`src/design/hpcd_defines.svh`:
```
// Offsets, field positions and reset values of the host port control block
`ifndef HPCD_DEFINES_SVH
`define HPCD_DEFINES_SVH

`define HPCD_ADDR_CTRL 3'h0
`define HPCD_ADDR_CMDV 3'h1
`define HPCD_ADDR_STAT 3'h2
`define HPCD_ADDR_DATA_FIRST 3'h5
`define HPCD_ADDR_DATA_MID 3'h6
`define HPCD_ADDR_DATA_LAST 3'h7

`define HPCD_CTRL_RX_EN 0
`define HPCD_CTRL_TX_EN 1
`define HPCD_CTRL_DUAL 2
`define HPCD_CTRL_FLAG0 3
`define HPCD_CTRL_FLAG1 4
`define HPCD_CTRL_ORDER 5
`define HPCD_CTRL_MODE_LO 5
`define HPCD_CTRL_MODE_HI 6
`define HPCD_CTRL_INIT 7
`define HPCD_CMDV_REQ 7

`define HPCD_VECTOR_RST 7'h32
`define HPCD_CORE_MODE_NONE 3'h0
`define HPCD_CORE_MODE_HOST 3'h4
`define HPCD_CNT_LAST 2'h3
`define HPCD_SYNC_RST 14'h3F00

`endif

```
`src/design/hpcd_pkg.sv`:
```
// Types shared by the host port control block
package hpcd_pkg;
	typedef logic [7:0] hpcd_byte_t;
	typedef logic [23:0] hpcd_word_t;
	typedef enum logic [1:0] {
		HPCD_XFER_INTR,
		HPCD_XFER_DMA24,
		HPCD_XFER_DMA16,
		HPCD_XFER_DMA8
	} hpcd_xfer_e;
endpackage

```
`src/design/hpcd_host_port.sv`:
```
// Host-side control, status and DMA addressing of the byte-wide host port
`timescale 1ns/1ns
`default_nettype none
`include "hpcd_defines.svh"

module hpcd_host_port (
	input wire logic i_clock,
	input wire logic i_rst_n,
	input wire logic [2:0] i_host_addr,
	input wire hpcd_pkg::hpcd_byte_t i_host_data,
	input wire logic i_host_rd_n,
	input wire logic i_host_wr_n,
	input wire logic i_host_acknowledge_in_n,
	output hpcd_pkg::hpcd_byte_t o_host_data,
	output logic o_host_data_oe,
	output logic o_host_request_out,
	output logic o_receive_request_out,
	input wire logic [2:0] i_core_dma_mode_field,
	input wire logic i_core_flag_two,
	input wire logic i_core_flag_three,
	input wire logic i_core_reset,
	input wire logic i_core_tx_write,
	input wire hpcd_pkg::hpcd_word_t i_core_tx_word,
	input wire logic i_core_rx_read,
	input wire logic i_core_cmd_ack,
	output hpcd_pkg::hpcd_word_t o_core_rx_word,
	output logic o_core_receive_full_flag,
	output logic o_core_transmit_empty_flag,
	output logic o_host_flag_zero,
	output logic o_host_flag_one,
	output logic o_command_pending_flag,
	output logic [6:0] o_command_vector_field,
	output logic [7:0] o_command_vector_addr
);
	import hpcd_pkg::*;

	function automatic hpcd_byte_t byte_of(input hpcd_word_t w, input logic [1:0] sel);
		case (sel)
			2'h0: byte_of = w[23:16];
			2'h1: byte_of = w[15:8];
			default: byte_of = w[7:0];
		endcase
	endfunction

	// =========================================================
	// Pin synchronisers
	logic [13:0] s1_q, s2_q, s3_q;
	logic [2:0] strb_q;
	wire [2:0] strb_d = (s2_q[13:11] & s3_q[13:11]) | (strb_q & (s2_q[13:11] ^ s3_q[13:11]));
	wire [2:0] bus_addr = s3_q[10:8];
	wire [7:0] bus_data = s3_q[7:0];

	always_ff @(posedge i_clock or negedge i_rst_n) begin
		if (!i_rst_n) begin
			s1_q <= `HPCD_SYNC_RST;
			s2_q <= `HPCD_SYNC_RST;
			s3_q <= `HPCD_SYNC_RST;
			strb_q <= 3'h7;
		end else begin
			s1_q <= {i_host_acknowledge_in_n, i_host_wr_n, i_host_rd_n, i_host_addr, i_host_data};
			s2_q <= s1_q;
			s3_q <= s2_q;
			strb_q <= strb_d;
		end
	end

	wire rd_act = ~strb_q[0];
	wire rd_ev = strb_q[0] & ~strb_d[0];
	wire wr_ev = strb_q[1] & ~strb_d[1];
	wire ack_act = ~strb_q[2];
	wire ack_ev = strb_q[2] & ~strb_d[2];
	wire ack_end = ~strb_q[2] & strb_d[2];
	// Whole acknowledge window, event cycle included
	wire ack_win = ack_act | ack_ev | ack_end;

	// =========================================================
	// State
	logic rx_en_q, tx_en_q, dual_q, flag0_q, flag1_q, order_q;
	hpcd_xfer_e mode_q;
	logic [1:0] cnt_q;
	logic hc_q;
	logic [6:0] hv_q;
	logic [7:0] vaddr_q;
	logic receive_full_flag_q, transmit_empty_flag_q, core_transmit_empty_flag_q, core_receive_full_flag_q;
	hpcd_word_t rx_q, tx_q, hotx_q, horx_q;
	hpcd_byte_t dout_q;
	logic oe_q, req_pin_q, rrq_pin_q;

	// =========================================================
	// Mode decode
	wire core_none = i_core_dma_mode_field == `HPCD_CORE_MODE_NONE;
	wire core_host = i_core_dma_mode_field == `HPCD_CORE_MODE_HOST;
	wire core_ro = |i_core_dma_mode_field[1:0];
	wire dma_on = core_host && (mode_q != HPCD_XFER_INTR);
	wire little = core_none & order_q;
	wire dir_tx = tx_en_q & ~rx_en_q;
	wire dir_rx = rx_en_q & ~tx_en_q;

	// Counter substitutes the low address bits, top bit forced
	wire [2:0] acc_addr = (dma_on && ack_win) ? {1'b1, cnt_q} : bus_addr;
	wire is_data = acc_addr >= `HPCD_ADDR_DATA_FIRST;
	wire is_last = acc_addr == `HPCD_ADDR_DATA_LAST;
	wire [1:0] bsel = (acc_addr == `HPCD_ADDR_DATA_MID) ? 2'h1 :
		(((acc_addr == `HPCD_ADDR_DATA_FIRST) != little) ? 2'h0 : 2'h2);

	wire dma_wr = dma_on & dir_tx & ack_ev;
	wire dma_rd = dma_on & dir_rx & ack_ev;
	wire dat_wr = (wr_ev & is_data) | dma_wr;
	wire dat_rd = (rd_ev & is_data) | dma_rd;
	wire ctrl_wr = wr_ev && (bus_addr == `HPCD_ADDR_CTRL);
	wire cmdv_wr = wr_ev && (bus_addr == `HPCD_ADDR_CMDV);
	wire init_go = ctrl_wr & bus_data[`HPCD_CTRL_INIT];
	wire mode_wr = ctrl_wr & core_host & ~core_ro;
	wire cmd_set = cmdv_wr & bus_data[`HPCD_CMDV_REQ];
	// Initialise follows the enables written with it
	wire init_rx = init_go & bus_data[`HPCD_CTRL_RX_EN];
	wire init_tx = init_go & bus_data[`HPCD_CTRL_TX_EN];

	// Word moves between host byte registers and core side
	wire move_rx = ~core_transmit_empty_flag_q & ~receive_full_flag_q;
	wire move_tx = ~transmit_empty_flag_q & ~core_receive_full_flag_q;

	// =========================================================
	// Requests and readback
	wire req_tx = tx_en_q & transmit_empty_flag_q & (~dma_on | ~rx_en_q);
	wire req_rx = rx_en_q & receive_full_flag_q & (~dma_on | ~tx_en_q);
	wire req_any = req_tx | req_rx;
	wire req_pin_d = dual_q ? req_tx : req_any;
	wire rrq_pin_d = dual_q & req_rx;

	wire [1:0] bits65 = core_ro ? i_core_dma_mode_field[1:0] :
		(core_host ? mode_q : {1'b0, order_q});
	wire [7:0] ctrl_rd = {1'b0, bits65, flag1_q, flag0_q, dual_q & ~core_host, tx_en_q, rx_en_q};
	wire [7:0] stat_rd = {req_any, 2'b00, i_core_flag_three, i_core_flag_two,
		transmit_empty_flag_q & ~core_receive_full_flag_q, transmit_empty_flag_q, receive_full_flag_q};
	wire [7:0] reg_rd = (acc_addr == `HPCD_ADDR_CTRL) ? ctrl_rd :
		(acc_addr == `HPCD_ADDR_CMDV) ? {hc_q, hv_q} :
		(acc_addr == `HPCD_ADDR_STAT) ? stat_rd :
		is_data ? byte_of(rx_q, bsel) : 8'h00;
	wire dma_drive = dma_on & dir_rx & ack_act;
	wire oe_d = (rd_act & ~dma_on) | (rd_act & ~ack_act) | dma_drive;

	// =========================================================
	// Control register
	always_ff @(posedge i_clock or negedge i_rst_n) begin
		if (!i_rst_n) begin
			rx_en_q <= 1'b0;
			tx_en_q <= 1'b0;
			dual_q <= 1'b0;
			flag0_q <= 1'b0;
			flag1_q <= 1'b0;
			order_q <= 1'b0;
			mode_q <= HPCD_XFER_INTR;
		end else if (ctrl_wr) begin
			rx_en_q <= bus_data[`HPCD_CTRL_RX_EN];
			tx_en_q <= bus_data[`HPCD_CTRL_TX_EN];
			dual_q <= bus_data[`HPCD_CTRL_DUAL];
			flag0_q <= bus_data[`HPCD_CTRL_FLAG0];
			flag1_q <= bus_data[`HPCD_CTRL_FLAG1];
			if (core_none) begin
				order_q <= bus_data[`HPCD_CTRL_ORDER];
			end
			if (mode_wr) begin
				mode_q <= hpcd_xfer_e'(bus_data[`HPCD_CTRL_MODE_HI:`HPCD_CTRL_MODE_LO]);
			end
		end
	end

	// =========================================================
	// DMA address counter
	always_ff @(posedge i_clock or negedge i_rst_n) begin
		if (!i_rst_n) begin
			cnt_q <= 2'h0;
		end else if (init_go || mode_wr) begin
			cnt_q <= mode_wr ? bus_data[`HPCD_CTRL_MODE_HI:`HPCD_CTRL_MODE_LO] : mode_q;
		end else if (dma_on && ack_end && (dir_tx || dir_rx)) begin
			cnt_q <= (cnt_q == `HPCD_CNT_LAST) ? mode_q : cnt_q + 2'h1;
		end
	end

	// =========================================================
	// Command vector
	always_ff @(posedge i_clock or negedge i_rst_n) begin
		if (!i_rst_n) begin
			hc_q <= 1'b0;
			hv_q <= `HPCD_VECTOR_RST;
			vaddr_q <= {`HPCD_VECTOR_RST, 1'b0};
		end else if (i_core_reset) begin
			hc_q <= 1'b0;
			hv_q <= `HPCD_VECTOR_RST;
			vaddr_q <= {`HPCD_VECTOR_RST, 1'b0};
		end else begin
			if (cmdv_wr) begin
				hv_q <= bus_data[6:0];
				vaddr_q <= {bus_data[6:0], 1'b0};
			end
			if (cmd_set) begin
				hc_q <= 1'b1;
			end else if (i_core_cmd_ack) begin
				hc_q <= 1'b0;
			end
		end
	end

	// =========================================================
	// Data words and transfer flags
	always_ff @(posedge i_clock or negedge i_rst_n) begin
		if (!i_rst_n) begin
			receive_full_flag_q <= 1'b0;
			transmit_empty_flag_q <= 1'b1;
			core_transmit_empty_flag_q <= 1'b1;
			core_receive_full_flag_q <= 1'b0;
			rx_q <= 24'h000000;
			tx_q <= 24'h000000;
			hotx_q <= 24'h000000;
			horx_q <= 24'h000000;
		end else begin
			if (dat_wr) begin
				case (bsel)
					2'h0: tx_q[23:16] <= bus_data;
					2'h1: tx_q[15:8] <= bus_data;
					default: tx_q[7:0] <= bus_data;
				endcase
				if (is_last) begin
					transmit_empty_flag_q <= 1'b0;
				end
			end
			if (dat_rd && is_last) begin
				receive_full_flag_q <= 1'b0;
			end
			if (i_core_tx_write) begin
				core_transmit_empty_flag_q <= 1'b0;
				hotx_q <= i_core_tx_word;
			end
			if (i_core_rx_read) begin
				core_receive_full_flag_q <= 1'b0;
			end
			if (init_rx) begin
				receive_full_flag_q <= 1'b0;
				core_transmit_empty_flag_q <= 1'b1;
			end
			if (init_tx) begin
				transmit_empty_flag_q <= 1'b1;
				core_receive_full_flag_q <= 1'b0;
			end
			if (move_rx) begin
				rx_q <= hotx_q;
				receive_full_flag_q <= 1'b1;
				core_transmit_empty_flag_q <= 1'b1;
			end
			if (move_tx) begin
				horx_q <= tx_q;
				transmit_empty_flag_q <= 1'b1;
				core_receive_full_flag_q <= 1'b1;
			end
		end
	end

	// =========================================================
	// Pins
	always_ff @(posedge i_clock or negedge i_rst_n) begin
		if (!i_rst_n) begin
			dout_q <= 8'h00;
			oe_q <= 1'b0;
			req_pin_q <= 1'b0;
			rrq_pin_q <= 1'b0;
		end else begin
			dout_q <= reg_rd;
			oe_q <= oe_d;
			req_pin_q <= req_pin_d;
			rrq_pin_q <= rrq_pin_d;
		end
	end

	assign o_host_data = dout_q;
	assign o_host_data_oe = oe_q;
	assign o_host_request_out = req_pin_q;
	assign o_receive_request_out = rrq_pin_q;
	assign o_core_rx_word = horx_q;
	assign o_core_receive_full_flag = core_receive_full_flag_q;
	assign o_core_transmit_empty_flag = core_transmit_empty_flag_q;
	assign o_host_flag_zero = flag0_q;
	assign o_host_flag_one = flag1_q;
	assign o_command_pending_flag = hc_q;
	assign o_command_vector_field = hv_q;
	assign o_command_vector_addr = vaddr_q;
endmodule
`default_nettype wire

```
`config.mk`:
```
export PLATFORM = sky130hd
export DESIGN_NAME = hpcd_host_port
export DESIGN_NICKNAME = d
export VERILOG_FILES = /design/src/design/hpcd_pkg.sv /design/src/design/hpcd_host_port.sv
export VERILOG_INCLUDE_DIRS = /design/src /design/src/design
export SDC_FILE = /design/constraint.sdc
export NUM_CORES = 1
export LEC_CHECK = 0
export BUFFER_PORTS_ARGS = -buffer_cell sky130_fd_sc_hd__buf_2
export CORE_MARGIN = 2
export CORE_UTILIZATION = 55
export CTS_CLUSTER_SIZE = 12
export DETAILED_ROUTE_END_ITERATION = 10
export PLACE_DENSITY = 0.79
export SLEW_MARGIN = 20
export SYNTH_ARGS = -nofsm -noshare
export SYNTH_HDL_FRONTEND = slang
export SYNTH_SLANG_ARGS = --single-unit
export TNS_END_PERCENT = 5
```
`constraint.sdc`:
```
create_clock -name i_clock -period 4.76 [get_ports i_clock]
set_input_delay 0.476 -clock i_clock [delete_from_list [all_inputs] [get_ports i_clock]]
set_output_delay 0.476 -clock i_clock [all_outputs]
set_load 0.02 [all_outputs]
```
Yosys cells after proc, flatten, opt, wreduce, memory -nomap -nowiden
Cells that the tools add are included.
Storage, ports and cells
  register bits after elaboration: 182
  latch bits: 0
  RAM bits: 0
  bits in read-only memories: 0
  input bits: 49
  output and inout port bits: 55
  word-level logic and storage cells: 164
  memories kept: 0
Cells by class
  add/sub/neg operators: 1
  multipliers: 0
  divide/modulo/power cells: 0
  magnitude comparators: 1
  equality and inequality tests: 10
  shifts and indexed selects: 0
  multiplexer cells: 35
  bitwise logic cells: 59
  reductions and logical operators: 29
Operators by type and width (number)
  $mux W8: 6
  $and A1 B1 Y1: 31
  $reduce_bool A3 Y1: 6
  $mux W1: 17
  $mux W2: 8
  $pmux W8 S2: 1
  $not A1 Y1: 15
  $mux W7: 2
  $eq A3 B3 Y1 const B: 4
  $reduce_and A2 Y1: 5
  $logic_not A3 Y1: 3
  $or A1 B1 Y1: 9
  $logic_and A1 B1 Y1: 7
  $and A3 B3 Y3: 2
  $eq A3 B1 Y1 const B: 2
  $reduce_bool A2 Y1: 3
  $reduce_or A2 Y1: 2
  $eq A3 B2 Y1 const B: 1
  $ge A3 B3 Y1 const B: 1
  $mux W3: 1
  $or A3 B3 Y3: 1
  $xor A3 B3 Y3: 1
  $add A2 B1 Y2 const B: 1
  $eq A2 B1 Y1 const B: 1
  other kinds (4): 5

Depth between registers and ports, before layout
Gate-level depths: netlist (run 1).
  depth in word-level cells: 19
  depth in mapped cells: 8
  mapped depth without buffers: 7

Worst setup path before layout (run 1)
OpenSTA, ideal clock, no wires.
  kind: register to register
  start point: register s2_q[13]
  end point: register tx_q[0]
  library setup time: 0.125 ns
  data arrival time: 2.173 ns
  required time: 4.635 ns
  slack: 2.462 ns
  cell stages (with the launch flop): 9
  buffers on the path: 1
  period minus slack after synthesis: 2.298 ns
  cell sequence: dfstp_2 ha_1 o21ai_0 a311oi_1 a311oi_1 a31oi_4 nor2b_1 buf_6 mux2_4
Between the ends
  cells in the longest elaborated chain, start to end: 17
  elaborated cells on any way between the ends: 25
  classes of those cells: order compare: 1; eq/ne: 4; mux: 3; bitwise: 13; reduce/logical: 4
RTL lines
  start: declaration: RTL line hpcd_host_port.sv:47  | logic [13:0] s1_q, s2_q, s3_q;
  start signal: assignment: RTL line hpcd_host_port.sv:56  | s2_q <= `HPCD_SYNC_RST;
  start signal: assignment: RTL line hpcd_host_port.sv:61  | s2_q <= s1_q;
  $xor A3 B3 Y3: RTL line hpcd_host_port.sv:49  | wire [2:0] strb_d = (s2_q[13:11] & s3_q[13:11]) | (strb_q & (s2_q[13:11] ^ s3_q[13:11]));
  $and A3 B3 Y3: RTL line hpcd_host_port.sv:49
  $or A3 B3 Y3 (*): RTL line hpcd_host_port.sv:49
  $not A1 Y1: RTL line hpcd_host_port.sv:71  | wire ack_ev = strb_q[2] & ~strb_d[2];
  $and A1 B1 Y1: RTL line hpcd_host_port.sv:71
  $or A1 B1 Y1 (2 in a row): RTL line hpcd_host_port.sv:74  | wire ack_win = ack_act | ack_ev | ack_end;
  $logic_and A1 B1 Y1: RTL line hpcd_host_port.sv:100  | wire [2:0] acc_addr = (dma_on && ack_win) ? {1'b1, cnt_q} : bus_addr;
  $mux W3: RTL line hpcd_host_port.sv:100
  $eq A3 B3 Y1 (no source line)
  $ne A1 B1 Y1: RTL line hpcd_host_port.sv:104  | (((acc_addr == `HPCD_ADDR_DATA_FIRST) != little) ? 2'h0 : 2'h2);
  $mux W2: RTL line hpcd_host_port.sv:104
  $mux W2: RTL line hpcd_host_port.sv:103  | wire [1:0] bsel = (acc_addr == `HPCD_ADDR_DATA_MID) ? 2'h1 :
  $eq A2 B1 Y1 or $logic_not A2 Y1 (tied branches): RTL line hpcd_host_port.sv:219  | case (bsel)
  $reduce_or A2 Y1 (no source line)
  $not A1 Y1 (no source line)
  $reduce_and A2 Y1 (no source line) (*)
  end signal: assignment: RTL line hpcd_host_port.sv:222  | default: tx_q[7:0] <= bus_data;
  end: declaration: RTL line hpcd_host_port.sv:85  | hpcd_word_t rx_q, tx_q, hotx_q, horx_q;
Mark *: on every way between the ends. The rest lies on a longest branch, timed or not.
A chain may end at the register's enable or synchronous reset.

Worst setup path in the final report (run 1)
  start point: register s2_q[13]
  end point: register tx_q[1]
The elaborated chain is that of the path after synthesis.

==> results of run 1 <==
[registers in the layout, indices dropped and copies added (netlist names), 2 cells and up]
register and flops:
rx_q 24, cnt_q 2, s2_q 14, s3_q 14
o_command_vector_addr 7, tx_q 24, mode_q 2, s1_q 14
hotx_q 24, o_host_data 8, o_core_rx_word 24, strb_q 3
[cell type report]
cell class	instances	area (um2)	share of cell area (%)
sequential	174	4387	54.37
multi-input combinational	272	2300	28.50
timing repair buffer	104	531.8	6.590
clock buffer	18	439.2	5.443
tap	168	210.2	2.605
clock inverter	14	150.1	1.861
inverter	13	48.80	0.6047
antenna	1	2.502	0.03101
[cells by family (layout without fill, tap and decap cells)]
group / Yosys count / after routing
AND/OR/NAND/NOR: 83 / 83
other: 1 / 2
adder cells (fa/ha/maj): 6 / 6
AO/OA/AOI/OAI: 65 / 65
multiplexers: 117 / 117
flip-flops: 174 / 174
buffers and inverters: 37 / 149
[power by group through the flow]
stage | logic [W] | registers [W] | clock network (W)
floorplan | 0.000572 | 0.00217 | 0
global placement | 0.000971 | 0.00209 | 0
detailed placement | 0.00100 | 0.00210 | 0
CTS | 0.00101 | 0.00208 | 0.00139
global route | 0.00109 | 0.00213 | 0.00145
finish | 0.00100 | 0.00208 | 0.00136
[layout by cell type, fill, tap and decap left out, drive strengths merged, types with 3 or more instances in the layout]
master | Yosys | final
dfrtp | 148 | 148
buf | 14 | 104
mux2 | 104 | 104
nor2 | 27 | 27
dfstp | 26 | 26
nand2 | 22 | 22
o21ai | 21 | 21
inv | 13 | 21
clkbuf | 10 | 18
mux2i | 13 | 13
a21oi | 11 | 11
nor3 | 7 | 7
ha | 6 | 6
nand3 | 5 | 5
nor3b | 5 | 5
a21o | 4 | 4
o32ai | 4 | 4
a211o | 4 | 4
a31oi | 4 | 4
o21a | 3 | 3
a311oi | 3 | 3
and2 | 3 | 3
clkinv | 0 | 3
[worst reg2reg max path, delay by kind of cell (launching register included)]
kind,cells,cell delay (ns)
flip-flops,1,0.53
multiplexers,1,0.35
AND/OR/NAND/NOR,1,0.80
AO/OA/AOI/OAI,4,1.10
adder cells (fa/ha/maj),1,0.26
[worst max path at each step]
stage,startpoint,end,cells past startpoint
2_1_floorplan,s2_q[13],tx_q[0],8
3_3_place_gp,s2_q[13],tx_q[4],7
3_5_place_dp,s2_q[13],tx_q[3],7
4_1_cts,s2_q[13],tx_q[1],7
5_1_grt,s2_q[13],tx_q[3],7
6_report,s2_q[13],tx_q[1],7
[stage by stage]
| stage | area [um2] | hold WS (ns) |
|---|---|---|
| 6_report | 8069 | 0.09884 |
| 3_5_place_dp | 7472 | 0.3347 |
| 5_1_grt | 8066 | 0.1178 |
| 3_3_place_gp | 7467 | 0.3341 |
| 2_1_floorplan | 6858 | 0.1804 |
| 4_1_cts | 8061 | 0.1109 |
[per-layer routing]
layer,vias up,wire (um),track usage [%]
met3,25,797,6.904
met2,126,6607,35.05
met1,2122,6367,31.58
met4,0,286,8.651
li1,1910,-,-
met5,-,0,0
==> impl_metrics.toml, run 1 <==
[outcome]
status = "finished clean"

[synthesis]
yosys.area.top_type_share_pct = 54.00
synth_area_um2 = 6858
synth_cell_types = 55
synth_ff_type = "dfrtp_1"
synth_edf_count = 0
ys_top_cells_by_area = "dfrtp_1 (54%), mux2_2 (15%), dfstp_2 (10%)"
synth_area_per_cell_um2 = 14.20
yosysMostFrequentCell = "dfrtp_1"
synth_xor_area_share_pct = 0
synth_compound_area_share_pct = 6.605
synth_top_family_by_area = "multiplexers"
syn-num-nets = 538
netlist_top_cells_count = "dfrtp_1 (148), mux2_2 (93), nor2_1 (27)"
yosys.area.top_type = "dfrtp_1"
ys_seq_area_share_pct = 63.97
synth_simple_gate_area_share_pct = 6.149
async_flop_share_pct = 100.0
syn_inst = 483
muxShareOfSynthArea_pct = 19.41
ys_warn_count = 0
synth_fa_ha_area_share_pct = 1.095
synth_seq_cells = 174

[global_route]
grt_pass1_wl_um = 22660
antenna_found_initial = 1
grt_pass1_vias = 4287
grt_usage_pct = 22.98
grt_overflow = 0
grt_max_degree = 87

[setup_path]
cp_top_family = "compound AO/OA/AOI/OAI gates"
worstSetupPathType = "flip-flop to flip-flop"
slowest_delay_ns = 0.80
cp-end-kind = "flip-flop"
crit_path_start_kind = "flip-flop"
reg2reg_slack_ns = 1.60
crit_buf_inv = 0
crit_path_max_fanout = 15
crit_chain = "ha_1, o21ai_0, a311oi_1, a311oi_1, a31oi_4, nor2b_1, mux2_4"
r2r_cells = 7
r2r-end = "tx_q[1]"
cp.arrival_ns = 3.47
cpMostUsedCell = "a311oi_1"
crit_required_ns = 5.07
rr_startpoint = "s2_q[13]"
critPathSlowestCell = "nor2b_1"

[clocking]
clock-sinks = 174
cts_tree = "yes"
ctsHoldBuffers = 0
root_buffer = "clkbuf_16"
postCtsResizedCells = 0
clk_path_buf_depth = 2
clk_pin_slew_ns = 0.07
cts_max_level = 4
cts_buffers = 17
clk_latency_ns = 0.43
cts_setup_buffers = 0

[drt]
wirelength_um = 14060
ant_nets = 0
initialDrtViolationCount = 262
firstDrtPassIters = 4
post_drt_wl_per_cell_um = 18.40
drc = 0
vias = 4183
vias_per_cell = 5.475

[timing]
worstMarginPinSlew_ns = 0.9362
hold_violations = 0
fin_crit_ns = 3.159
rsz0062_at_grt = "false"
slew_viol_final = 0
finClkSkew_ns = 0.008250
setup_slack_ns = 1.601
min_period_over_period_pct = 66.36
setup_violations = 0
slew_headroom_pct = 37.46
setup_tns_ns = 0
fmax_ghz = 0.3166

[cells_and_area]
area_growth_pct = 17.66
fin_cells = 764
fin_util_pct = 66.62
nets = 637
nFillCells = 883
drive_above_1_share_pct = 46.39

[floorplan]
start_util_pct = 56.62
fp.dieW_um = 115.7
core_um2 = 12110
row_count = 40
pin_count = 104
die_y_um = 115.7
die_area_um2 = 13380

[pwr]
p_int_w = 0.003097
report.power.total_w = 0.004444
peakVddDrop_v = 0.0003654
p_per_area_nw_per_um2 = 550.7
p_seq_share_pct = 46.9
p_leak_nw = 3.762
p_clk_share_pct = 30.6
combinationalPowerShare_pct = 22.5
switchingPower_w = 0.001347
switching_share_pct = 30.32

[placed_design]
dpl_worst_slack_ns = 1.652
gp_congestion = 0.9271
dpl.hpwl_um = 9945
placed_cells_incl_taps = 731
portBuffers = 102

[worst_hold_path]
min_path_type = "input pin to asynchronous set/reset pin"

[flow_run]
maxCapViolations = 0
No activity file was read; power rests on OpenSTA's default activity.
==> run 2: changes to the inputs <==
- CORE_UTILIZATION: 55 -> 51
- PLACE_DENSITY: 0.79 -> 0.78
- clock period: 4.76 -> 2.6 ns (I/O delays scaled with it)
==> run 2 against run 1 <==
- largest cell class unchanged
- global-route usage fell by 1.4 points
- first-iteration DRC count rose by 33%
- routed wire length rose by 4.6%
==> impl_metrics.toml, run 2 (same netlist as run 1, synthesis figures left out) <==
[setup_path]
crit_chain = "ha_1, o21a_2, nor3_4, a311oi_2, a31oi_4, buf_6, mux2_2, o21ai_0"
rr_startpoint = "s2_q[13]"
cp-end-kind = "flip-flop"
crit_required_ns = 2.94
critPathSlowestCell = "dfstp_2"
crit_buf_inv = 1
crit_path_start_kind = "flip-flop"
reg2reg_slack_ns = 0.07
cp.arrival_ns = 2.87
cp_top_family = "compound AO/OA/AOI/OAI gates"
slowest_delay_ns = 0.54
r2r-end = "o_host_data[5]"
r2r_cells = 8
worstSetupPathType = "flip-flop to flip-flop"
crit_path_max_fanout = 11

[clocking]
cts_buffers = 17
cts_max_level = 4
root_buffer = "clkbuf_16"
cts_tree = "yes"
clk_pin_slew_ns = 0.07
clk_latency_ns = 0.43
clk_path_buf_depth = 2
clock-sinks = 174

[timing]
min_period_over_period_pct = 97.33
fin_crit_ns = 2.531
slew_viol_final = 0
finClkSkew_ns = 0.01238
setup_slack_ns = 0.06937
hold_violations = 0
slew_headroom_pct = 57.04
fmax_ghz = 0.3952
setup_violations = 0
worstMarginPinSlew_ns = 0.6414

[drt]
vias_per_cell = 5.408
vias = 4343
ant_nets = 0
drc = 0
initialDrtViolationCount = 349
firstDrtPassIters = 4
wirelength_um = 14710
post_drt_wl_per_cell_um = 18.32

[pwr]
report.power.total_w = 0.008294
peakVddDrop_v = 0.0004833
p_per_area_nw_per_um2 = 986.8
p_leak_nw = 3.930

[floorplan]
fp.dieW_um = 120.0
start_util_pct = 51.99
pin_count = 104
row_count = 42
core_um2 = 13190
die_y_um = 120.0
die_area_um2 = 14390

[cells_and_area]
drive_above_1_share_pct = 46.89
diodes = 0
nFillCells = 979
final_cell_mix = "dfrtp_1 (148), buf_2 (101), mux2_2 (93)"
nets = 669
area_growth_pct = 22.57
fin_cells = 803
fin_util_pct = 63.73
multi_input_area_um2 = 2301
layout_commonest_cell = "dfrtp_1"
regArea_um2 = 4387

[worst_hold_path]
holdCritStartpoint = "i_core_tx_word[0]"
min_path_type = "input pin to flip-flop"
worstHoldPathCells = 2
hold_end = "hotx_q[0]"

[placed_design]
portBuffers = 102
dpl.hpwl_um = 10320
gp_congestion = 0.8989
placed_cells_incl_taps = 752
dpl_worst_slack_ns = 0.05330

[flow_run]
maxCapViolations = 0

[global_route]
antenna_found_initial = 0
grt_usage_pct = 21.60
grt_pass1_wl_um = 23360
grt_pass1_vias = 4529
grt_overflow = 0
grt_max_degree = 71

[outcome]
status = "finished clean"
run 2: worst max-delay path by stage:
stage          startpoint        endpoint  slack (ns)  depth (start not counted)
5_1_grt          s2_q[13]  o_host_data[5]       -0.04                          8
4_1_cts          s2_q[13]  o_host_data[5]        0.01                          8
6_report         s2_q[13]  o_host_data[5]        0.07                          8
2_1_floorplan    s2_q[13]         tx_q[0]        0.30                          8
3_5_place_dp     s2_q[13]         tx_q[3]        0.05                          8
3_3_place_gp     s2_q[13]         tx_q[6]        0.14                          8
run 2: per-stage QoR:
stage / hold slack (ns) / cell area (um2) / TNS, ns
after detailed placement: 0.3138 / 7587 / 0
after global placement: 0.2922 / 7587 / 0
after floorplan: -0.03559 / 6858 / 0
final: 0.05781 / 8406 / 0
after CTS: 0.04922 / 8357 / 0
after global routing: 0.05927 / 8406 / -0.03613
run 2: routing by layer:
metal	vias up	global-route usage, %	wire length [um]
met4	0	10.29	482
met1	2191	28.59	6169
met5	-	0	0
li1	1978	-	-
met3	39	4.563	756
met2	135	34.20	7301
run 2: where the power goes:
part / switching [W] / internal, W
sequential: 0.000420 / 0.00338
combinational: 0.000947 / 0.000951
clock: 0.000993 / 0.00161
total: 0.00236 / 0.00593
run 2: cell type report:
class	count	share of cell area [%]
sequential	174	52.19
multi-input combinational	272	27.37
timing repair buffer	136	9.869
clock buffer	22	5.761
tap	176	2.620
clock inverter	10	1.608
inverter	13	0.5805
run 2: repair_timing:
| action | CTS | global route |
|---|---|---|
| resized for setup | 0 | 6 |
| hold buffers | 15 | 0 |
| setup buffers | 0 | 4 |
| hold endpoints to repair | 67 | 0 |
| endpoints found under the setup margin | 0 | 31 |
run 2: worst register-to-register path, cell delays in order (launching register included):
cell and delay [ns]:
dfstp_2 0.54, ha_1 0.27, o21a_2 0.25, nor3_4 0.28
a311oi_2 0.17, a31oi_4 0.25, buf_6 0.18, mux2_2 0.34
o21ai_0 0.18
